File: config.mk
export PLATFORM = sky130hd
export DESIGN_NAME = cht_device_flat
export DESIGN_NICKNAME = d
export VERILOG_FILES = /design/src/shared/cht_pkg.sv /design/src/shared/cht_if.sv /design/src/logic/cht_ms_tick.sv /design/src/logic/cht_device.sv /design/src/flat_wrapper.sv
export VERILOG_INCLUDE_DIRS = /design/src /design/src/shared
export SDC_FILE = /design/constraint.sdc
export NUM_CORES = 1
export LEC_CHECK = 0
export ABC_AREA = 1
export BUFFER_PORTS_ARGS = -buffer_cell sky130_fd_sc_hd__buf_2
export CAP_MARGIN = 20
export CORE_MARGIN = 2
export CORE_UTILIZATION = 55
export CTS_CLUSTER_SIZE = 14
export DETAILED_ROUTE_END_ITERATION = 7
export GPL_ROUTABILITY_DRIVEN = 0
export HOLD_SLACK_MARGIN = 0.15
export PLACE_DENSITY = 0.74
export SLEW_MARGIN = 25
export SYNTH_ARGS = -nofsm -noshare
export SYNTH_HDL_FRONTEND = slang
export SYNTH_SLANG_ARGS = --single-unit
export TNS_END_PERCENT = 30
File: constraint.sdc
create_clock -name core_clk -period 2 [get_ports core_clk]
set_input_delay 0 -clock core_clk [delete_from_list [all_inputs] [get_ports core_clk]]
set_output_delay 0 -clock core_clk [all_outputs]
set_load 0.005 [all_outputs]
File: src/shared/cht_params.svh
// Purpose: offsets, field positions, reset values and timing counts of the cap health test
// Assumes: 8-bit register map, 20 MHz core clock
// Notes:   included by every logic and verif file of the block
`ifndef CHT_PARAMS_SVH
`define CHT_PARAMS_SVH

// ---------------------------------------------------------------
// register offsets
// ---------------------------------------------------------------
`define CHT_OFS_CTRL      8'h01
`define CHT_OFS_STATUS    8'h02
`define CHT_OFS_MASK      8'h04
`define CHT_OFS_THRESH    8'h06
`define CHT_OFS_FINAL_HI  8'h12
`define CHT_OFS_FINAL_LO  8'h13
`define CHT_OFS_INIT_HI   8'h14
`define CHT_OFS_INIT_LO   8'h15
`define CHT_OFS_TIME_LO   8'h16
`define CHT_OFS_TIME_HI   8'h17
`define CHT_OFS_REG_CTRL  8'h1b

// ---------------------------------------------------------------
// field positions and reset values
// ---------------------------------------------------------------
`define CHT_BIT_BOOST_EN  0
`define CHT_BIT_TEST_REQ  3
`define CHT_BIT_SPG_FAIL  2
`define CHT_BIT_ADC_DONE  6
`define CHT_BIT_TEST_DONE 7
`define CHT_BIT_REG_EN    1
`define CHT_STATUS_USED   8'hc4
`define CHT_RST_CTRL      8'h01
`define CHT_RST_MASK      8'h00
`define CHT_RST_THRESH    8'h00
`define CHT_RST_REG_CTRL  8'h00
`define CHT_HOST_MASK_SET 8'h44
`define CHT_HOST_START    8'h09

// ---------------------------------------------------------------
// timing
// ---------------------------------------------------------------
`define CHT_CLK_NS        50
`define CHT_MS_NS         1000000
`define CHT_MS_CYCLES     (`CHT_MS_NS / `CHT_CLK_NS)

`endif

File: src/shared/cht_pkg.sv
// Purpose: types shared by both ends of the cap health test
// Assumes: nothing beyond the params header
// Notes:   constants live in cht_params.svh
package cht_pkg;

  // ---------------------------------------------------------------
  // device sequencer states
  // ---------------------------------------------------------------
  typedef enum logic [2:0] {
    CHT_IDLE   = 3'b000,
    CHT_CHARGE = 3'b001,
    CHT_DISCH  = 3'b010,
    CHT_ADC1   = 3'b011,
    CHT_TIMING = 3'b100,
    CHT_ADC2   = 3'b101
  } cht_state_t;

  // ---------------------------------------------------------------
  // host sequencer states
  // ---------------------------------------------------------------
  typedef enum logic [1:0] {
    CHT_H_IDLE = 2'b00,
    CHT_H_RUN  = 2'b01,
    CHT_H_WAIT = 2'b10
  } cht_hstate_t;

  typedef logic [7:0] cht_byte_t;

endpackage : cht_pkg

File: src/shared/cht_if.sv
// Purpose: register port and alert line between host and device
// Assumes: one clock, read data one cycle after the read strobe
// Notes:   stands in for the serial host bus
`timescale 1ns/1ns
interface cht_if;
  logic [7:0] addr;
  logic [7:0] wdata;
  logic       wr;
  logic       rd;
  logic [7:0] rdata;
  logic       alert;

  modport dev  (input addr, input wdata, input wr, input rd, output rdata, output alert);
  modport host (output addr, output wdata, output wr, output rd, input rdata, input alert);
endinterface : cht_if

File: src/logic/cht_ms_tick.sv
// Purpose: one-cycle enable every millisecond while running
// Assumes: core clock period as in the params header
// Notes:   restarts from zero whenever run drops
`timescale 1ns/1ns
`include "cht_params.svh"
module cht_ms_tick #(
  parameter int unsigned CYCLES = `CHT_MS_CYCLES
) (
  input  wire logic core_clk,
  input  wire logic rstn,
  input  wire logic run,
  output logic      tick
);
  // a period below two cycles would never leave the wrap branch
  if (CYCLES < 2) begin : g_bad_cycles
    $error("cht_ms_tick: CYCLES must be at least 2");
  end

  logic [31:0] cnt_q;

  // ---------------------------------------------------------------
  // divider
  // ---------------------------------------------------------------
  always_ff @(posedge core_clk or negedge rstn) begin
    if (!rstn) begin
      cnt_q <= 32'h0;
    end else if (!run || cnt_q == CYCLES - 1) begin
      cnt_q <= 32'h0;
    end else begin
      cnt_q <= cnt_q + 32'h1;
    end
  end

  // first tick lands one full period after run rises
  assign tick = run && (cnt_q == CYCLES - 1);
endmodule : cht_ms_tick

File: src/logic/cht_device.sv
// Purpose: cap health test sequencer with its register file
// Assumes: analog status pins asynchronous, converter holds data while done is high
// Notes:   converter, boost and buck power stages stay outside
`timescale 1ns/1ns
`include "cht_params.svh"
module cht_device
  import cht_pkg::*;
#(
  parameter int unsigned MS_CYCLES = `CHT_MS_CYCLES
) (
  input  wire logic       core_clk,
  input  wire logic       rstn,
  cht_if.dev              bus,
  input  wire logic       storage_charged_pin,
  input  wire logic       storage_feedback_at_ref_pin,
  input  wire logic       storage_power_good_pin,
  input  wire logic       input_power_fail_pin,
  input  wire logic       storage_depleted_pin,
  input  wire logic       adc_done_pin,
  input  wire logic [9:0] adc_data,
  output logic            adc_start,
  output logic            boost_switch_en,
  output logic            discharge_switch_on,
  output logic            buck_release,
  output logic            storage_to_core_regulator_enable,
  output logic [7:0]      storage_good_threshold
);
  // ---------------------------------------------------------------
  // decode helpers
  // ---------------------------------------------------------------
  function automatic logic wr_hit(input logic [7:0] ofs);
    wr_hit = bus.wr && (bus.addr == ofs);
  endfunction : wr_hit

  // ---------------------------------------------------------------
  // pin synchronisers
  // ---------------------------------------------------------------
  logic [5:0] pin_meta_q;
  logic [5:0] pin_q;
  logic       spg_prev_q;
  logic       adc_prev_q;

  always_ff @(posedge core_clk or negedge rstn) begin
    if (!rstn) begin
      pin_meta_q <= 6'h00;
      pin_q      <= 6'h00;
    end else begin
      pin_meta_q <= {adc_done_pin, storage_depleted_pin, input_power_fail_pin,
                     storage_power_good_pin, storage_feedback_at_ref_pin, storage_charged_pin};
      pin_q      <= pin_meta_q;
    end
  end

  logic charged;
  logic fb_at_ref;
  logic spg_ok;
  logic pwr_fail;
  logic depleted;
  logic adc_done;
  assign charged   = pin_q[0];
  assign fb_at_ref = pin_q[1];
  assign spg_ok    = pin_q[2];
  assign pwr_fail  = pin_q[3];
  assign depleted  = pin_q[4];
  assign adc_done  = pin_q[5];

  always_ff @(posedge core_clk or negedge rstn) begin
    if (!rstn) begin
      spg_prev_q <= 1'b0;
      adc_prev_q <= 1'b0;
    end else begin
      spg_prev_q <= spg_ok;
      adc_prev_q <= adc_done;
    end
  end

  logic spg_fall;
  logic adc_rise;
  assign spg_fall = spg_prev_q && !spg_ok;
  assign adc_rise = adc_done && !adc_prev_q;

  // ---------------------------------------------------------------
  // buck release mode
  // ---------------------------------------------------------------
  logic buck_q;
  always_ff @(posedge core_clk or negedge rstn) begin
    if (!rstn) begin
      buck_q <= 1'b0;
    end else if (pwr_fail) begin
      buck_q <= 1'b1;
    end else if (depleted) begin
      buck_q <= 1'b0;
    end
  end
  assign buck_release = buck_q;

  // ---------------------------------------------------------------
  // sequencer
  // ---------------------------------------------------------------
  cht_state_t state_q;
  logic [7:0] ctrl_q;
  logic       finish;
  logic       accept;
  logic       timing;
  logic       ms_tick;
  logic [15:0] count_q;
  logic [15:0] time_q;
  logic [9:0]  init_q;
  logic [9:0]  final_q;

  assign accept = (state_q == CHT_IDLE) && ctrl_q[`CHT_BIT_TEST_REQ] && !buck_q;
  // an abort in the last conversion must not report a finished test
  assign finish = (state_q == CHT_ADC2) && adc_rise && !buck_q;
  assign timing = (state_q == CHT_ADC1) || (state_q == CHT_TIMING);

  always_ff @(posedge core_clk or negedge rstn) begin
    if (!rstn) begin
      state_q <= CHT_IDLE;
    end else if (buck_q && state_q != CHT_IDLE) begin
      state_q <= CHT_IDLE;
    end else begin
      unique case (state_q)
        CHT_IDLE:   if (accept) state_q <= CHT_CHARGE;
        CHT_CHARGE: if (charged) state_q <= CHT_DISCH;
        CHT_DISCH:  if (fb_at_ref) state_q <= CHT_ADC1;
        CHT_ADC1:   if (adc_rise) state_q <= CHT_TIMING;
        CHT_TIMING: if (!spg_ok) state_q <= CHT_ADC2;
        CHT_ADC2:   if (adc_rise) state_q <= CHT_IDLE;
        default:    state_q <= CHT_IDLE;
      endcase
    end
  end

  // conversion launched on entry to either conversion state
  always_ff @(posedge core_clk or negedge rstn) begin
    if (!rstn) begin
      adc_start <= 1'b0;
    end else begin
      adc_start <= !buck_q && (((state_q == CHT_DISCH) && fb_at_ref)
                            || ((state_q == CHT_TIMING) && !spg_ok));
    end
  end

  always_ff @(posedge core_clk or negedge rstn) begin
    if (!rstn) begin
      init_q  <= 10'h000;
      final_q <= 10'h000;
    end else if (adc_rise && state_q == CHT_ADC1) begin
      init_q  <= adc_data;
    end else if (finish) begin
      final_q <= adc_data;
    end
  end

  cht_ms_tick #(
    .CYCLES (MS_CYCLES)
  ) u_tick (
    .core_clk (core_clk),
    .rstn     (rstn),
    .run      (timing),
    .tick     (ms_tick)
  );

  always_ff @(posedge core_clk or negedge rstn) begin
    if (!rstn) begin
      count_q <= 16'h0000;
    end else if (accept) begin
      count_q <= 16'h0000;
    end else if (timing && ms_tick && count_q != 16'hffff) begin
      count_q <= count_q + 16'h0001;
    end
  end

  always_ff @(posedge core_clk or negedge rstn) begin
    if (!rstn) begin
      time_q <= 16'h0000;
    end else if (state_q == CHT_TIMING && !spg_ok) begin
      time_q <= count_q;
    end
  end

  // power stage controls; boost bit itself is never altered by the test
  assign boost_switch_en     = ctrl_q[`CHT_BIT_BOOST_EN] && !buck_q
                               && !(state_q inside {CHT_DISCH, CHT_ADC1, CHT_TIMING, CHT_ADC2})
                               && !(state_q == CHT_CHARGE && charged);
  // buck mode opens the switch at once, before the state has left the test
  assign discharge_switch_on = !buck_q
                               && (state_q inside {CHT_DISCH, CHT_ADC1, CHT_TIMING});

  // ---------------------------------------------------------------
  // registers
  // ---------------------------------------------------------------
  logic [7:0] status_q;
  logic [7:0] mask_q;
  logic [7:0] thresh_q;
  logic [7:0] regc_q;
  logic [7:0] status_set;
  logic [7:0] status_clr;

  always_ff @(posedge core_clk or negedge rstn) begin
    if (!rstn) begin
      ctrl_q <= `CHT_RST_CTRL;
    end else if (wr_hit(`CHT_OFS_CTRL)) begin
      ctrl_q <= bus.wdata;
    end else if (finish || (buck_q && state_q != CHT_IDLE)) begin
      ctrl_q[`CHT_BIT_TEST_REQ] <= 1'b0;
    end
  end

  always_ff @(posedge core_clk or negedge rstn) begin
    if (!rstn) begin
      mask_q   <= `CHT_RST_MASK;
      thresh_q <= `CHT_RST_THRESH;
      regc_q   <= `CHT_RST_REG_CTRL;
    end else begin
      if (wr_hit(`CHT_OFS_MASK)) mask_q <= bus.wdata;
      if (wr_hit(`CHT_OFS_THRESH)) thresh_q <= bus.wdata;
      if (wr_hit(`CHT_OFS_REG_CTRL)) regc_q <= bus.wdata;
    end
  end
  assign storage_good_threshold           = thresh_q;
  assign storage_to_core_regulator_enable = regc_q[`CHT_BIT_REG_EN];

  always_comb begin
    status_set = 8'h00;
    status_set[`CHT_BIT_SPG_FAIL]  = spg_fall;
    status_set[`CHT_BIT_ADC_DONE]  = adc_rise;
    status_set[`CHT_BIT_TEST_DONE] = finish;
    status_clr = wr_hit(`CHT_OFS_STATUS) ? bus.wdata : 8'h00;
  end

  // a new event in the clearing cycle survives
  always_ff @(posedge core_clk or negedge rstn) begin
    if (!rstn) begin
      status_q <= 8'h00;
    end else begin
      status_q <= ((status_q & ~status_clr) | status_set) & `CHT_STATUS_USED;
    end
  end

  assign bus.alert = |(status_q & ~mask_q);

  // read data one cycle after the strobe, unmapped reads give zero
  always_ff @(posedge core_clk or negedge rstn) begin
    if (!rstn) begin
      bus.rdata <= 8'h00;
    end else if (bus.rd) begin
      unique case (bus.addr)
        `CHT_OFS_CTRL:     bus.rdata <= ctrl_q;
        `CHT_OFS_STATUS:   bus.rdata <= status_q;
        `CHT_OFS_MASK:     bus.rdata <= mask_q;
        `CHT_OFS_THRESH:   bus.rdata <= thresh_q;
        `CHT_OFS_FINAL_HI: bus.rdata <= final_q[9:2];
        `CHT_OFS_FINAL_LO: bus.rdata <= {6'h00, final_q[1:0]};
        `CHT_OFS_INIT_HI:  bus.rdata <= init_q[9:2];
        `CHT_OFS_INIT_LO:  bus.rdata <= {6'h00, init_q[1:0]};
        `CHT_OFS_TIME_LO:  bus.rdata <= time_q[7:0];
        `CHT_OFS_TIME_HI:  bus.rdata <= time_q[15:8];
        `CHT_OFS_REG_CTRL: bus.rdata <= regc_q;
        default:           bus.rdata <= 8'h00;
      endcase
    end
  end
endmodule : cht_device

File: src/flat_wrapper.sv
// flat-port wrapper written by rule: the top's interface ports become plain ports
module cht_device_flat import cht_pkg::*;
#(
  parameter int unsigned MS_CYCLES = `CHT_MS_CYCLES
)
  (core_clk, rstn, storage_charged_pin, storage_feedback_at_ref_pin, storage_power_good_pin, input_power_fail_pin, storage_depleted_pin, adc_done_pin, adc_data, adc_start, boost_switch_en, discharge_switch_on, buck_release, storage_to_core_regulator_enable, storage_good_threshold, bus_addr, bus_wdata, bus_wr, bus_rd, bus_rdata, bus_alert);
  cht_if bus_i ();
  input  wire logic core_clk;
  input  wire logic rstn;
  input  wire logic storage_charged_pin;
  input  wire logic storage_feedback_at_ref_pin;
  input  wire logic storage_power_good_pin;
  input  wire logic input_power_fail_pin;
  input  wire logic storage_depleted_pin;
  input  wire logic adc_done_pin;
  input  wire logic [9:0] adc_data;
  output logic adc_start;
  output logic boost_switch_en;
  output logic discharge_switch_on;
  output logic buck_release;
  output logic storage_to_core_regulator_enable;
  output logic [7:0] storage_good_threshold;
  input wire logic [$bits(bus_i.addr)-1:0] bus_addr;
  input wire logic [$bits(bus_i.wdata)-1:0] bus_wdata;
  input wire logic [$bits(bus_i.wr)-1:0] bus_wr;
  input wire logic [$bits(bus_i.rd)-1:0] bus_rd;
  output wire logic [$bits(bus_i.rdata)-1:0] bus_rdata;
  output wire logic [$bits(bus_i.alert)-1:0] bus_alert;
  assign bus_i.addr = bus_addr;
  assign bus_i.wdata = bus_wdata;
  assign bus_i.wr = bus_wr;
  assign bus_i.rd = bus_rd;
  assign bus_rdata = bus_i.rdata;
  assign bus_alert = bus_i.alert;
  cht_device #(.MS_CYCLES(MS_CYCLES)) u_core (.core_clk(core_clk), .rstn(rstn), .bus(bus_i), .storage_charged_pin(storage_charged_pin), .storage_feedback_at_ref_pin(storage_feedback_at_ref_pin), .storage_power_good_pin(storage_power_good_pin), .input_power_fail_pin(input_power_fail_pin), .storage_depleted_pin(storage_depleted_pin), .adc_done_pin(adc_done_pin), .adc_data(adc_data), .adc_start(adc_start), .boost_switch_en(boost_switch_en), .discharge_switch_on(discharge_switch_on), .buck_release(buck_release), .storage_to_core_regulator_enable(storage_to_core_regulator_enable), .storage_good_threshold(storage_good_threshold));
endmodule
==> results of run 1 <==
==> layout by cell type, fill, tap and decap left out, types with 6 or more instances in the layout <==
| master | n |
|---|---|
| nand4_1 | 12 |
| dlygate4sd3_1 | 30 |
| nand3_1 | 120 |
| xor2_1 | 13 |
| nor2_1 | 139 |
| nand2_1 | 254 |
| dfrtp_1 | 145 |
| nor3_1 | 23 |
| nor2_4 | 6 |
| o21ai_0 | 66 |
| buf_4 | 13 |
| nand2_2 | 21 |
| inv_1 | 95 |
| a21oi_1 | 14 |
| clkbuf_16 | 17 |
| buf_2 | 56 |
| mux2_2 | 6 |
| nor2_2 | 8 |
==> logic make-up after synthesis <==
group | after synthesis
AOI/OAI and AO/OA | 89
xor gates and xnor gates | 16
adders and majority gates | 2
buffers and inverters | 127
DFF | 146
muxes | 6
and+or+nand+nor | 599
==> metrics by stage <==
step                      cell area [um^2]   util  hold slack [ns]  instances
after CTS                             8980  0.675            0.152       1270
after global routing                  8980  0.675            0.200       1270
after floorplan                       7530      -           -0.296        985
after global placement                8060  0.606          0.00290       1208
after detailed placement              8060  0.606         0.000600       1208
final                                 8980  0.675            0.162       1270
==> power by group <==
part           internal [uW]  switching (uW)  total (uW)
Combinational            345             629         973
Sequential              3250             194        3440
Clock                   2090            1200        3290
==> routing by layer <==
metal	vias to the layer above	wire, um	track usage
li1	3344	-	-
met1	3190	8330	0.355
met2	189	8880	0.439
met3	35	1010	0.0677
met4	0	455	0.104
met5	-	0	0
==> state kept, by name, summed over array words and instances, names as in the netlist <==
signal                         flops
u_core.adc_start                   1
u_core.bus.rdata                   8
u_core.regc_q                      8
u_core.mask_q                      8
u_core.time_q                     16
u_core.pin_q                       6
u_core.spg_prev_q                  1
u_core.count_q                    16
u_core.final_q                    10
u_core.adc_prev_q                  1
u_core.state_q                     3
u_core.pin_meta_q                  6
u_core.init_q                     10
u_core.ctrl_q                      8
u_core.storage_good_threshold      8
u_core.status_q                    3
u_core.buck_release                1
u_core.u_tick.cnt_q               32
==> cell type report <==
cell class                      instances  area (um^2)  share of cell area
Sequential cell                       146         3650               0.407
Clock inverter                          9          129              0.0144
Tap cell                              176          220              0.0245
Clock buffer                           23          488              0.0543
Timing Repair Buffer                  103          749              0.0835
Inverter                              101          384              0.0428
Multi-Input combinational cell        712         3350               0.373
==> worst max-delay path, stage by stage <==
cell	delay, ns
dlygate4sd3_1	0.53
buf_2	0.12
inv_1	0.06
nand2_1	0.06
nor2_2	0.15
buf_12	0.21
nand3_2	0.25
nand2_1	0.14
o21ai_1	0.07
dlygate4sd3_1	0.56
==> final timing paths <==
check                      slack (ns)                  end              startpoint  depth (start not counted)
min                              0.16     u_core.ctrl_q[1]             bus_addr[4]                          6
max reg2reg                      0.19    u_core.count_q[0]  u_core.u_tick.cnt_q[0]                         11
max in group asynchronous        0.71  u_core.bus.rdata[2]                    rstn                          4
max                              0.14     u_core.regc_q[0]             bus_addr[5]                         10
min in group asynchronous        0.64    u_core.adc_prev_q                    rstn                          3
min reg2reg                      0.35      u_core.pin_q[2]    u_core.pin_meta_q[2]                          0
==> impl_metrics.env, run 1 <==
export IMPL_cts_resized_gates=0
export IMPL_drive_gt1_frac=0.146
export IMPL_ys_top_cells_by_count="nand2_1, dfrtp_1, nor2_1"
export IMPL_tightest_slew_ns=0.652
export IMPL_finalCritPeriodShare=0.930
export IMPL_vias=6758
export IMPL_synth_most_common_cell="nand2_1"
export IMPL_die_h_um=121
export IMPL_gr_total_overflow=0
export IMPL_ys_seq_elements=146
export IMPL_initial_core_util=0.566
export IMPL_synthesis_area_um2=7530
export IMPL_grt_total_usage=0.272
export IMPL_nNetsFinal=1119
export IMPL_synthMuxAreaShare=0.00897
export IMPL_synth_distinct_cells=39
export IMPL_drc_errors=0
export IMPL_synthXorXnorAreaFrac=0.0186
export IMPL_end_kind="register"
export IMPL_final_antenna_net_count=0
export IMPL_area_growth_pct=19.2
export IMPL_post_cts_buffers=0
export IMPL_wl_um=18700
export IMPL_cts_sinks=146
export IMPL_first_global_vias=6476
export IMPL_slew_headroom=0.565
export IMPL_synthTopCellsByArea="dfrtp_1, nand2_1, nand3_1"
export IMPL_clk_latency_ns=0.43
export IMPL_crit_arrival_ns=2.17
export IMPL_worstSetupStartpointType="input port"
export IMPL_drv_slew=0
export IMPL_die_area_um2=14600
export IMPL_rows=42
export IMPL_maxCapViolCount=0
export IMPL_yosys_area_top_type="dfrtp_1"
export IMPL_setup_viol=0
export IMPL_io_pins=58
export IMPL_root_buffer="clkbuf_16"
export IMPL_wl_per_cell_um=14.7
export IMPL_crit_required_ns=2.31
export IMPL_dp_slack_ns=0.195
export IMPL_status="completed"
export IMPL_die_w_um=121
export IMPL_portBuffers=57
export IMPL_ir_worst_vdd_mv=0.624
export IMPL_firstDrtPassIters=5
export IMPL_crit_fanout=41
export IMPL_yosys_area_share_simple=0.354
export IMPL_fill_cells=1108
export IMPL_grt_antenna_before_repair=0
export IMPL_yosys_most_used_dff="dfrtp_1"
export IMPL_cts_hold_buf=30
export IMPL_p_total_uw=7710
export IMPL_syn_num_nets=1023
export IMPL_path_class="in2reg"
export IMPL_synth_compound_area_share=0.0605
export IMPL_p_per_area_nw_per_um2=858
export IMPL_grt_max_degree=56
export IMPL_synth_top_family_by_area="simple AND/OR/NAND/NOR gates"
export IMPL_cts_tree="built"
export IMPL_routed_via_density=5.32
export IMPL_diodes=0
export IMPL_fmax_mhz=538
export IMPL_drt_initial_drc_count=499
export IMPL_synth_fa_ha_area_frac=0.00332
export IMPL_period_minus_slack_ns=1.86
export IMPL_async_reset_ff_frac=1.00
export IMPL_fin_setup_tns_ns=0
export IMPL_finClkSkew_ns=0.00815
export IMPL_numCtsBuffers=17
export IMPL_seq_area_frac_synth=0.485
export IMPL_coreArea_um2=13300
export IMPL_grt_pass1_wl_um=30900
export IMPL_syn_inst=985
export IMPL_synth_edf_count=0
export IMPL_finalWorstSetupSlack_ns=0.140
export IMPL_power_leakage_uw=0.00434
export IMPL_dpl_hpwl_um=13000
export IMPL_finalHoldViolations=0
export IMPL_cts_max_path_buffers=2
export IMPL_rsz0062_at_grt="false"
export IMPL_hold_class="in2reg"
export IMPL_clkTransAtPathRegs_ns=0.06
export IMPL_cts_max_level=4
export IMPL_syn_area_per_cell_um2=7.64
export IMPL_synth_top_area_frac=0.482
export IMPL_ys_warn_count=0
No activity file was read; power rests on OpenSTA's default activity.
==> inputs of run 2 (changes only) <==
==> constraint.sdc (replaced) <==
create_clock -name core_clk -period 2.08 [get_ports core_clk]
set_input_delay 0 -clock core_clk [delete_from_list [all_inputs] [get_ports core_clk]]
set_output_delay 0 -clock core_clk [all_outputs]
set_load 0.005 [all_outputs]
==> run 2 against run 1 <==
  * Critical path depth did not move
  * Final area about the same
  * Largest cell class unchanged
  * Via count is 0.71% lower
==> impl_metrics.env, run 2 (same netlist as run 1, synthesis figures left out) <==
export IMPL_status="completed"
export IMPL_grt_antenna_before_repair=0
export IMPL_finalHoldViolations=0
export IMPL_finalCritPeriodShare=0.903
export IMPL_crit_arrival_ns=2.18
export IMPL_worstPathCellList="dlygate4sd3_1, buf_2, inv_1, nand2_1, nor2_2, buf_4, nand3_4, nand2_1, o21ai_1, dlygate4sd3_1"
export IMPL_cp_startpoint="bus_addr[5]"
export IMPL_wl_met2_um=8770
export IMPL_gr_total_overflow=0
export IMPL_wl_um=18600
export IMPL_critPathBufInv=5
export IMPL_r2r_setup_slack_ns=0.25
export IMPL_final_core_util=0.675
export IMPL_nNetsFinal=1117
export IMPL_hold_class="in2reg"
export IMPL_rsz0062_at_grt="false"
export IMPL_ff_latch_area_um2=3650
export IMPL_cts_max_path_buffers=2
export IMPL_grt_pass1_wl_um=30900
export IMPL_wl_per_cell_um=14.7
export IMPL_power_leakage_uw=0.00434
export IMPL_drt_initial_drc_count=574
export IMPL_largest_reg_flops=32
export IMPL_clkTransAtPathRegs_ns=0.06
export IMPL_diodes=0
export IMPL_first_global_vias=6335
export IMPL_largest_register="u_core.u_tick.cnt_q"
export IMPL_end_kind="register"
export IMPL_routed_top_layer="met4"
export IMPL_cts_tree="built"
export IMPL_drive_gt1_frac=0.145
export IMPL_numCtsBuffers=17
export IMPL_routed_via_density=5.29
export IMPL_period_minus_slack_ns=1.88
export IMPL_grt_total_usage=0.270
export IMPL_clk_latency_ns=0.42
export IMPL_met3_length_um=1150
export IMPL_crit_required_ns=2.39
export IMPL_r2r_start="u_core.u_tick.cnt_q[0]"
export IMPL_layout_common_cells="nand2_1, dfrtp_1, nor2_1"
export IMPL_portBuffers=57
export IMPL_drv_slew=0
export IMPL_vias=6710
export IMPL_firstDrtPassIters=8
export IMPL_die_w_um=121
export IMPL_crit_fanout=41
export IMPL_cts_max_level=4
export IMPL_slew_headroom=0.564
export IMPL_worstSetupStartpointType="input port"
export IMPL_ir_worst_vdd_mv=0.616
export IMPL_die_h_um=121
export IMPL_dpl_hpwl_um=13400
export IMPL_initial_core_util=0.566
export IMPL_fin_setup_tns_ns=0
export IMPL_final_antenna_net_count=0
export IMPL_coreArea_um2=13300
export IMPL_area_growth_pct=19.2
export IMPL_crit_slowest_cell="dlygate4sd3_1"
export IMPL_tightest_slew_ns=0.654
export IMPL_io_pins=58
export IMPL_p_per_area_nw_per_um2=841
export IMPL_maxCapViolCount=0
export IMPL_worstReg2RegEnd="u_core.count_q[6]"
export IMPL_rows=42
export IMPL_met1_length_um=8250
export IMPL_worstSetupEndpoint="u_core.regc_q[0]"
export IMPL_top_regs="u_core.u_tick.cnt_q x32, u_core.count_q x16, u_core.time_q x16"
export IMPL_die_area_um2=14600
export IMPL_grt_max_degree=54
export IMPL_fmax_mhz=533
export IMPL_cts_sinks=146
export IMPL_setup_viol=0
export IMPL_cp_depth=10
export IMPL_path_delay_family="buffers and inverters"
export IMPL_path_class="in2reg"
export IMPL_fill_cells=1117
export IMPL_multi_input_area_um2=3360
export IMPL_finClkSkew_ns=0.00681
export IMPL_root_buffer="clkbuf_16"
export IMPL_drc_errors=0
export IMPL_critPathMaxStageDelay_ns=0.56
export IMPL_final_common_cell="nand2_1"
export IMPL_reg2regPathDepth=11
==> run 2: layout make-up <==
cell class	instances	area share
Inverter	101	0.0428
Sequential cell	146	0.407
Multi-Input combinational cell	712	0.375
Clock inverter	11	0.0204
Tap cell	176	0.0245
Clock buffer	21	0.0513
Timing Repair Buffer	101	0.0791
==> run 2: per-layer routing <==
metal	vias up	track usage
li1	3330	-
met1	3139	0.360
met3	33	0.0667
met4	0	0.0894
met5	-	0
met2	208	0.433
==> run 2: worst min path at each step <==
stage	slack, ns	depth (start not counted)	endpoint	start
floorplan	-0.30	0	u_core.adc_prev_q	rstn
global placement	-0.02	1	u_core.adc_prev_q	rstn
detailed placement	-0.02	1	u_core.status_q[2]	rstn
CTS	0.16	6	u_core.mask_q[5]	bus_addr[0]
global route	0.19	5	u_core.regc_q[6]	bus_addr[3]
finish	0.16	5	u_core.regc_q[5]	bus_addr[3]
==> run 2: worst min-delay path, cell delays in order <==
cell     delay (ns)
buf_2          0.12
nand2_1        0.08
nor2_2         0.09
nand3_4        0.17
o21ai_1        0.08
==> run 2: repair_timing <==
| action | 4_1_cts | 5_1_grt |
|---|---|---|
| setup buffers | 0 | 0 |
| hold buffers | 30 | 0 |
| gates resized for setup | 0 | 1 |
| hold endpoints to repair | 215 | 0 |
| endpoints found under the setup margin | 0 | 1 |
==> run 2: metrics by stage <==
stage	power (uW)	cell area [um^2]	cells	hold WS (ns)	setup slack, ns
floorplan	3900	7530	985	-0.296	0.527
global placement	4200	8020	1206	-0.0217	0.358
detailed placement	4230	8020	1206	-0.0184	0.228
CTS	7590	8960	1268	0.162	0.130
global route	7920	8970	1268	0.193	0.0614
finish	7550	8970	1268	0.160	0.203
==> run 2: report_power, final <==
group / internal [uW] / switching [uW] / total [uW]
Clock: 2180 / 1140 / 3320
Combinational: 322 / 600 / 922
Sequential: 3120 / 180 / 3300
Total: 5620 / 1930 / 7550
==> inputs of run 3 (changes only) <==
--- a/config.mk
+++ b/config.mk
@@ -6,9 +6,9 @@
 export SDC_FILE = /design/constraint.sdc
 export NUM_CORES = 1
 export LEC_CHECK = 0
-export ABC_AREA = 1
 export BUFFER_PORTS_ARGS = -buffer_cell sky130_fd_sc_hd__buf_2
 export CAP_MARGIN = 20
+export CORE_ASPECT_RATIO = 0.9
 export CORE_MARGIN = 2
 export CORE_UTILIZATION = 55
 export CTS_CLUSTER_SIZE = 14
==> run 3 against run 2 <==
  * The run now ends with negative setup slack left
  * Combinational power down 63%
  * Total power decreased by 13%
  * Synthesized area fell by 4.7%
  * Register-to-register slack worse by 0.38 ns
  * Synthesized cell count fell by 33%
  * Flip-flop and latch count did not move
  * Sequential share of layout area down 1.5 points
  * Clock skew increased by 0.0066 ns
  * Final area grew 3.7%
  * Clock power hardly changed
  * Hold slack got worse by 0.025 ns
  * Largest power group unchanged
==> impl_metrics.env, run 3 <==
export IMPL_p_per_area_nw_per_um2=707
export IMPL_power_leakage_uw=0.00427
export IMPL_syn_num_nets=702
export IMPL_crit_arrival_ns=2.56
export IMPL_setup_viol=8
export IMPL_end_kind="register"
export IMPL_finClkSkew_ns=0.0134
export IMPL_worstPathCellList="nor4b_4, nand3_2, or4_4, or4_4, a21oi_2"
export IMPL_initial_core_util=0.564
export IMPL_ys_seq_elements=146
export IMPL_ys_top_cells_by_count="dfrtp_1, mux2_2, nor2_1"
export IMPL_dpl_hpwl_um=12700
export IMPL_status="complete, but fails checks"
export IMPL_cts_max_path_buffers=2
export IMPL_yosys_area_top_type="dfrtp_1"
export IMPL_slew_headroom=0.567
export IMPL_firstDrtPassIters=7
export IMPL_gr_total_overflow=0
export IMPL_layout_common_cells="dfrtp_1, buf_4, mux2_2"
export IMPL_clkTransAtPathRegs_ns=0.06
export IMPL_grt_total_usage=0.278
export IMPL_synthesis_area_um2=7180
export IMPL_worstReg2RegEnd="u_core.count_q[4]"
export IMPL_drt_initial_drc_count=530
export IMPL_die_area_um2=14000
export IMPL_grt_pass1_wl_um=31300
export IMPL_synth_edf_count=0
export IMPL_synthTopCellsByArea="dfrtp_1, mux2_2, nor2_1"
export IMPL_die_w_um=124
export IMPL_clk_latency_ns=0.43
export IMPL_portBuffers=57
export IMPL_hold_class="in2async"
export IMPL_first_global_vias=6226
export IMPL_io_pins=58
export IMPL_finalHoldViolations=0
export IMPL_crit_fanout=6
export IMPL_finalWorstSetupSlack_ns=-0.131
export IMPL_largest_reg_flops=32
export IMPL_worstSetupStartpointType="register"
export IMPL_fill_cells=843
export IMPL_critPathBufInv=0
export IMPL_syn_area_per_cell_um2=10.8
export IMPL_routed_via_density=6.11
export IMPL_cts_sinks=146
export IMPL_crit_top_cell="or4_4"
export IMPL_rsz0062_at_grt="true"
export IMPL_dp_slack_ns=-0.233
export IMPL_maxCapViolCount=0
export IMPL_grt_antenna_before_repair=0
export IMPL_tightest_slew_ns=0.649
export IMPL_crit_slowest_cell="or4_4"
export IMPL_final_common_cell="dfrtp_1"
export IMPL_r2r_setup_slack_ns=-0.13
export IMPL_wl_per_cell_um=18.8
export IMPL_final_antenna_net_count=0
export IMPL_wl_um=18800
export IMPL_synth_most_common_cell="dfrtp_1"
export IMPL_rows=39
export IMPL_diodes=0
export IMPL_crit_required_ns=2.43
export IMPL_ys_warn_count=0
export IMPL_synth_distinct_cells=69
export IMPL_dpl_cell_area_um2=8170
export IMPL_fin_area_um2=9310
export IMPL_root_buffer="clkbuf_16"
export IMPL_async_reset_ff_frac=1.00
export IMPL_drc_errors=0
export IMPL_ir_worst_vdd_mv=0.923
export IMPL_reg2regPathDepth=5
export IMPL_area_growth_pct=29.7
export IMPL_r2r_start="u_core.u_tick.cnt_q[12]"
export IMPL_die_h_um=112
export IMPL_vias=6119
export IMPL_grt_max_degree=68
export IMPL_yosys_most_used_dff="dfrtp_1"
export IMPL_path_delay_family="simple AND/OR/NAND/NOR gates"
export IMPL_path_class="reg2reg"
export IMPL_coreArea_um2=12700
export IMPL_ff_latch_area_um2=3650
export IMPL_cts_tree="built"
export IMPL_largest_register="u_core.u_tick.cnt_q"
export IMPL_fmax_mhz=452
export IMPL_drive_gt1_frac=0.339
export IMPL_seq_area_frac_synth=0.509
export IMPL_multi_input_area_um2=3430
export IMPL_period_minus_slack_ns=2.21
export IMPL_violations="negative setup slack"
export IMPL_syn_inst=664
export IMPL_finalCritPeriodShare=1.06
export IMPL_synth_top_area_frac=0.506
export IMPL_numCtsBuffers=17
export IMPL_top_regs="u_core.u_tick.cnt_q x32, u_core.count_q x16, u_core.time_q x16"
export IMPL_drv_slew=0
export IMPL_cts_max_level=4
export IMPL_critPathMaxStageDelay_ns=0.60
export IMPL_nNetsFinal=862
run 3: metal layers:
layer	GRT usage	share of wire	vias up
li1	-	-	2769
met3	0.0810	0.072	35
met1	0.392	0.45	3039
met2	0.425	0.46	276
met4	0.0779	0.016	0
met5	0	0	-
run 3: layout make-up:
cell class | instances | area share
multi-input combinational | 469 | 0.369
clock inverter | 13 | 0.0211
timing repair buffer | 175 | 0.142
sequential | 146 | 0.393
clock buffer | 19 | 0.0476
inverter | 15 | 0.00605
tap | 164 | 0.0221
run 3: how the worst max path moves through the flow:
stage | slack, ns | end | depth (start not counted) | start
6_report | -0.13 | u_core.count_q[4] | 5 | u_core.u_tick.cnt_q[12]
5_1_grt | -0.20 | u_core.count_q[4] | 5 | u_core.u_tick.cnt_q[12]
4_1_cts | -0.07 | u_core.count_q[12] | 6 | u_core.u_tick.cnt_q[31]
3_5_place_dp | -0.23 | u_core.count_q[7] | 5 | u_core.u_tick.cnt_q[15]
3_3_place_gp | -0.16 | u_core.count_q[7] | 5 | u_core.u_tick.cnt_q[15]
2_1_floorplan | -0.06 | u_core.u_tick.cnt_q[22] | 8 | u_core.u_tick.cnt_q[5]
run 3: through the flow:
step	hold slack [ns]	instances	power [uW]	utilization	setup TNS, ns
global placement	0.0302	930	3270	0.641	-0.672
detailed placement	0.0408	930	3280	0.641	-1.43
floorplan	-0.296	664	3110	-	-1.95
finish	0.135	1001	6580	0.731	-0.599
global route	0.188	1001	6800	0.731	-2.31
CTS	0.164	999	6620	0.723	-0.266
run 3: cells by family after synthesis:
| group | count (synthesis) | synth area share |
|---|---|---|
| adders and majority gates | 2 | 0.00349 |
| xor gates and xnor gates | 28 | 0.0342 |
| AOI/OAI and AO/OA | 105 | 0.100 |
| DFF | 146 | 0.509 |
| muxes | 84 | 0.130 |
| and+or+nand+nor | 249 | 0.195 |
| buffers and inverters | 50 | 0.0286 |
run 3: power breakdown:
part,switching (uW),total [uW],leakage [uW],internal [uW]
sequential,41.9,2940,0.00196,2900
combinational,187,338,0.00201,151
clock,1240,3300,0.000311,2060
run 3: what timing repair did:
action                                  in CTS  in global routing
gates resized for setup                     11                 19
hold endpoints to repair                   215                  0
pin swaps                                   10                  7
endpoints found under the setup margin      43                 47
setup buffers                                8                  2
gates cloned                                 1                  0
hold buffers                                28                  0
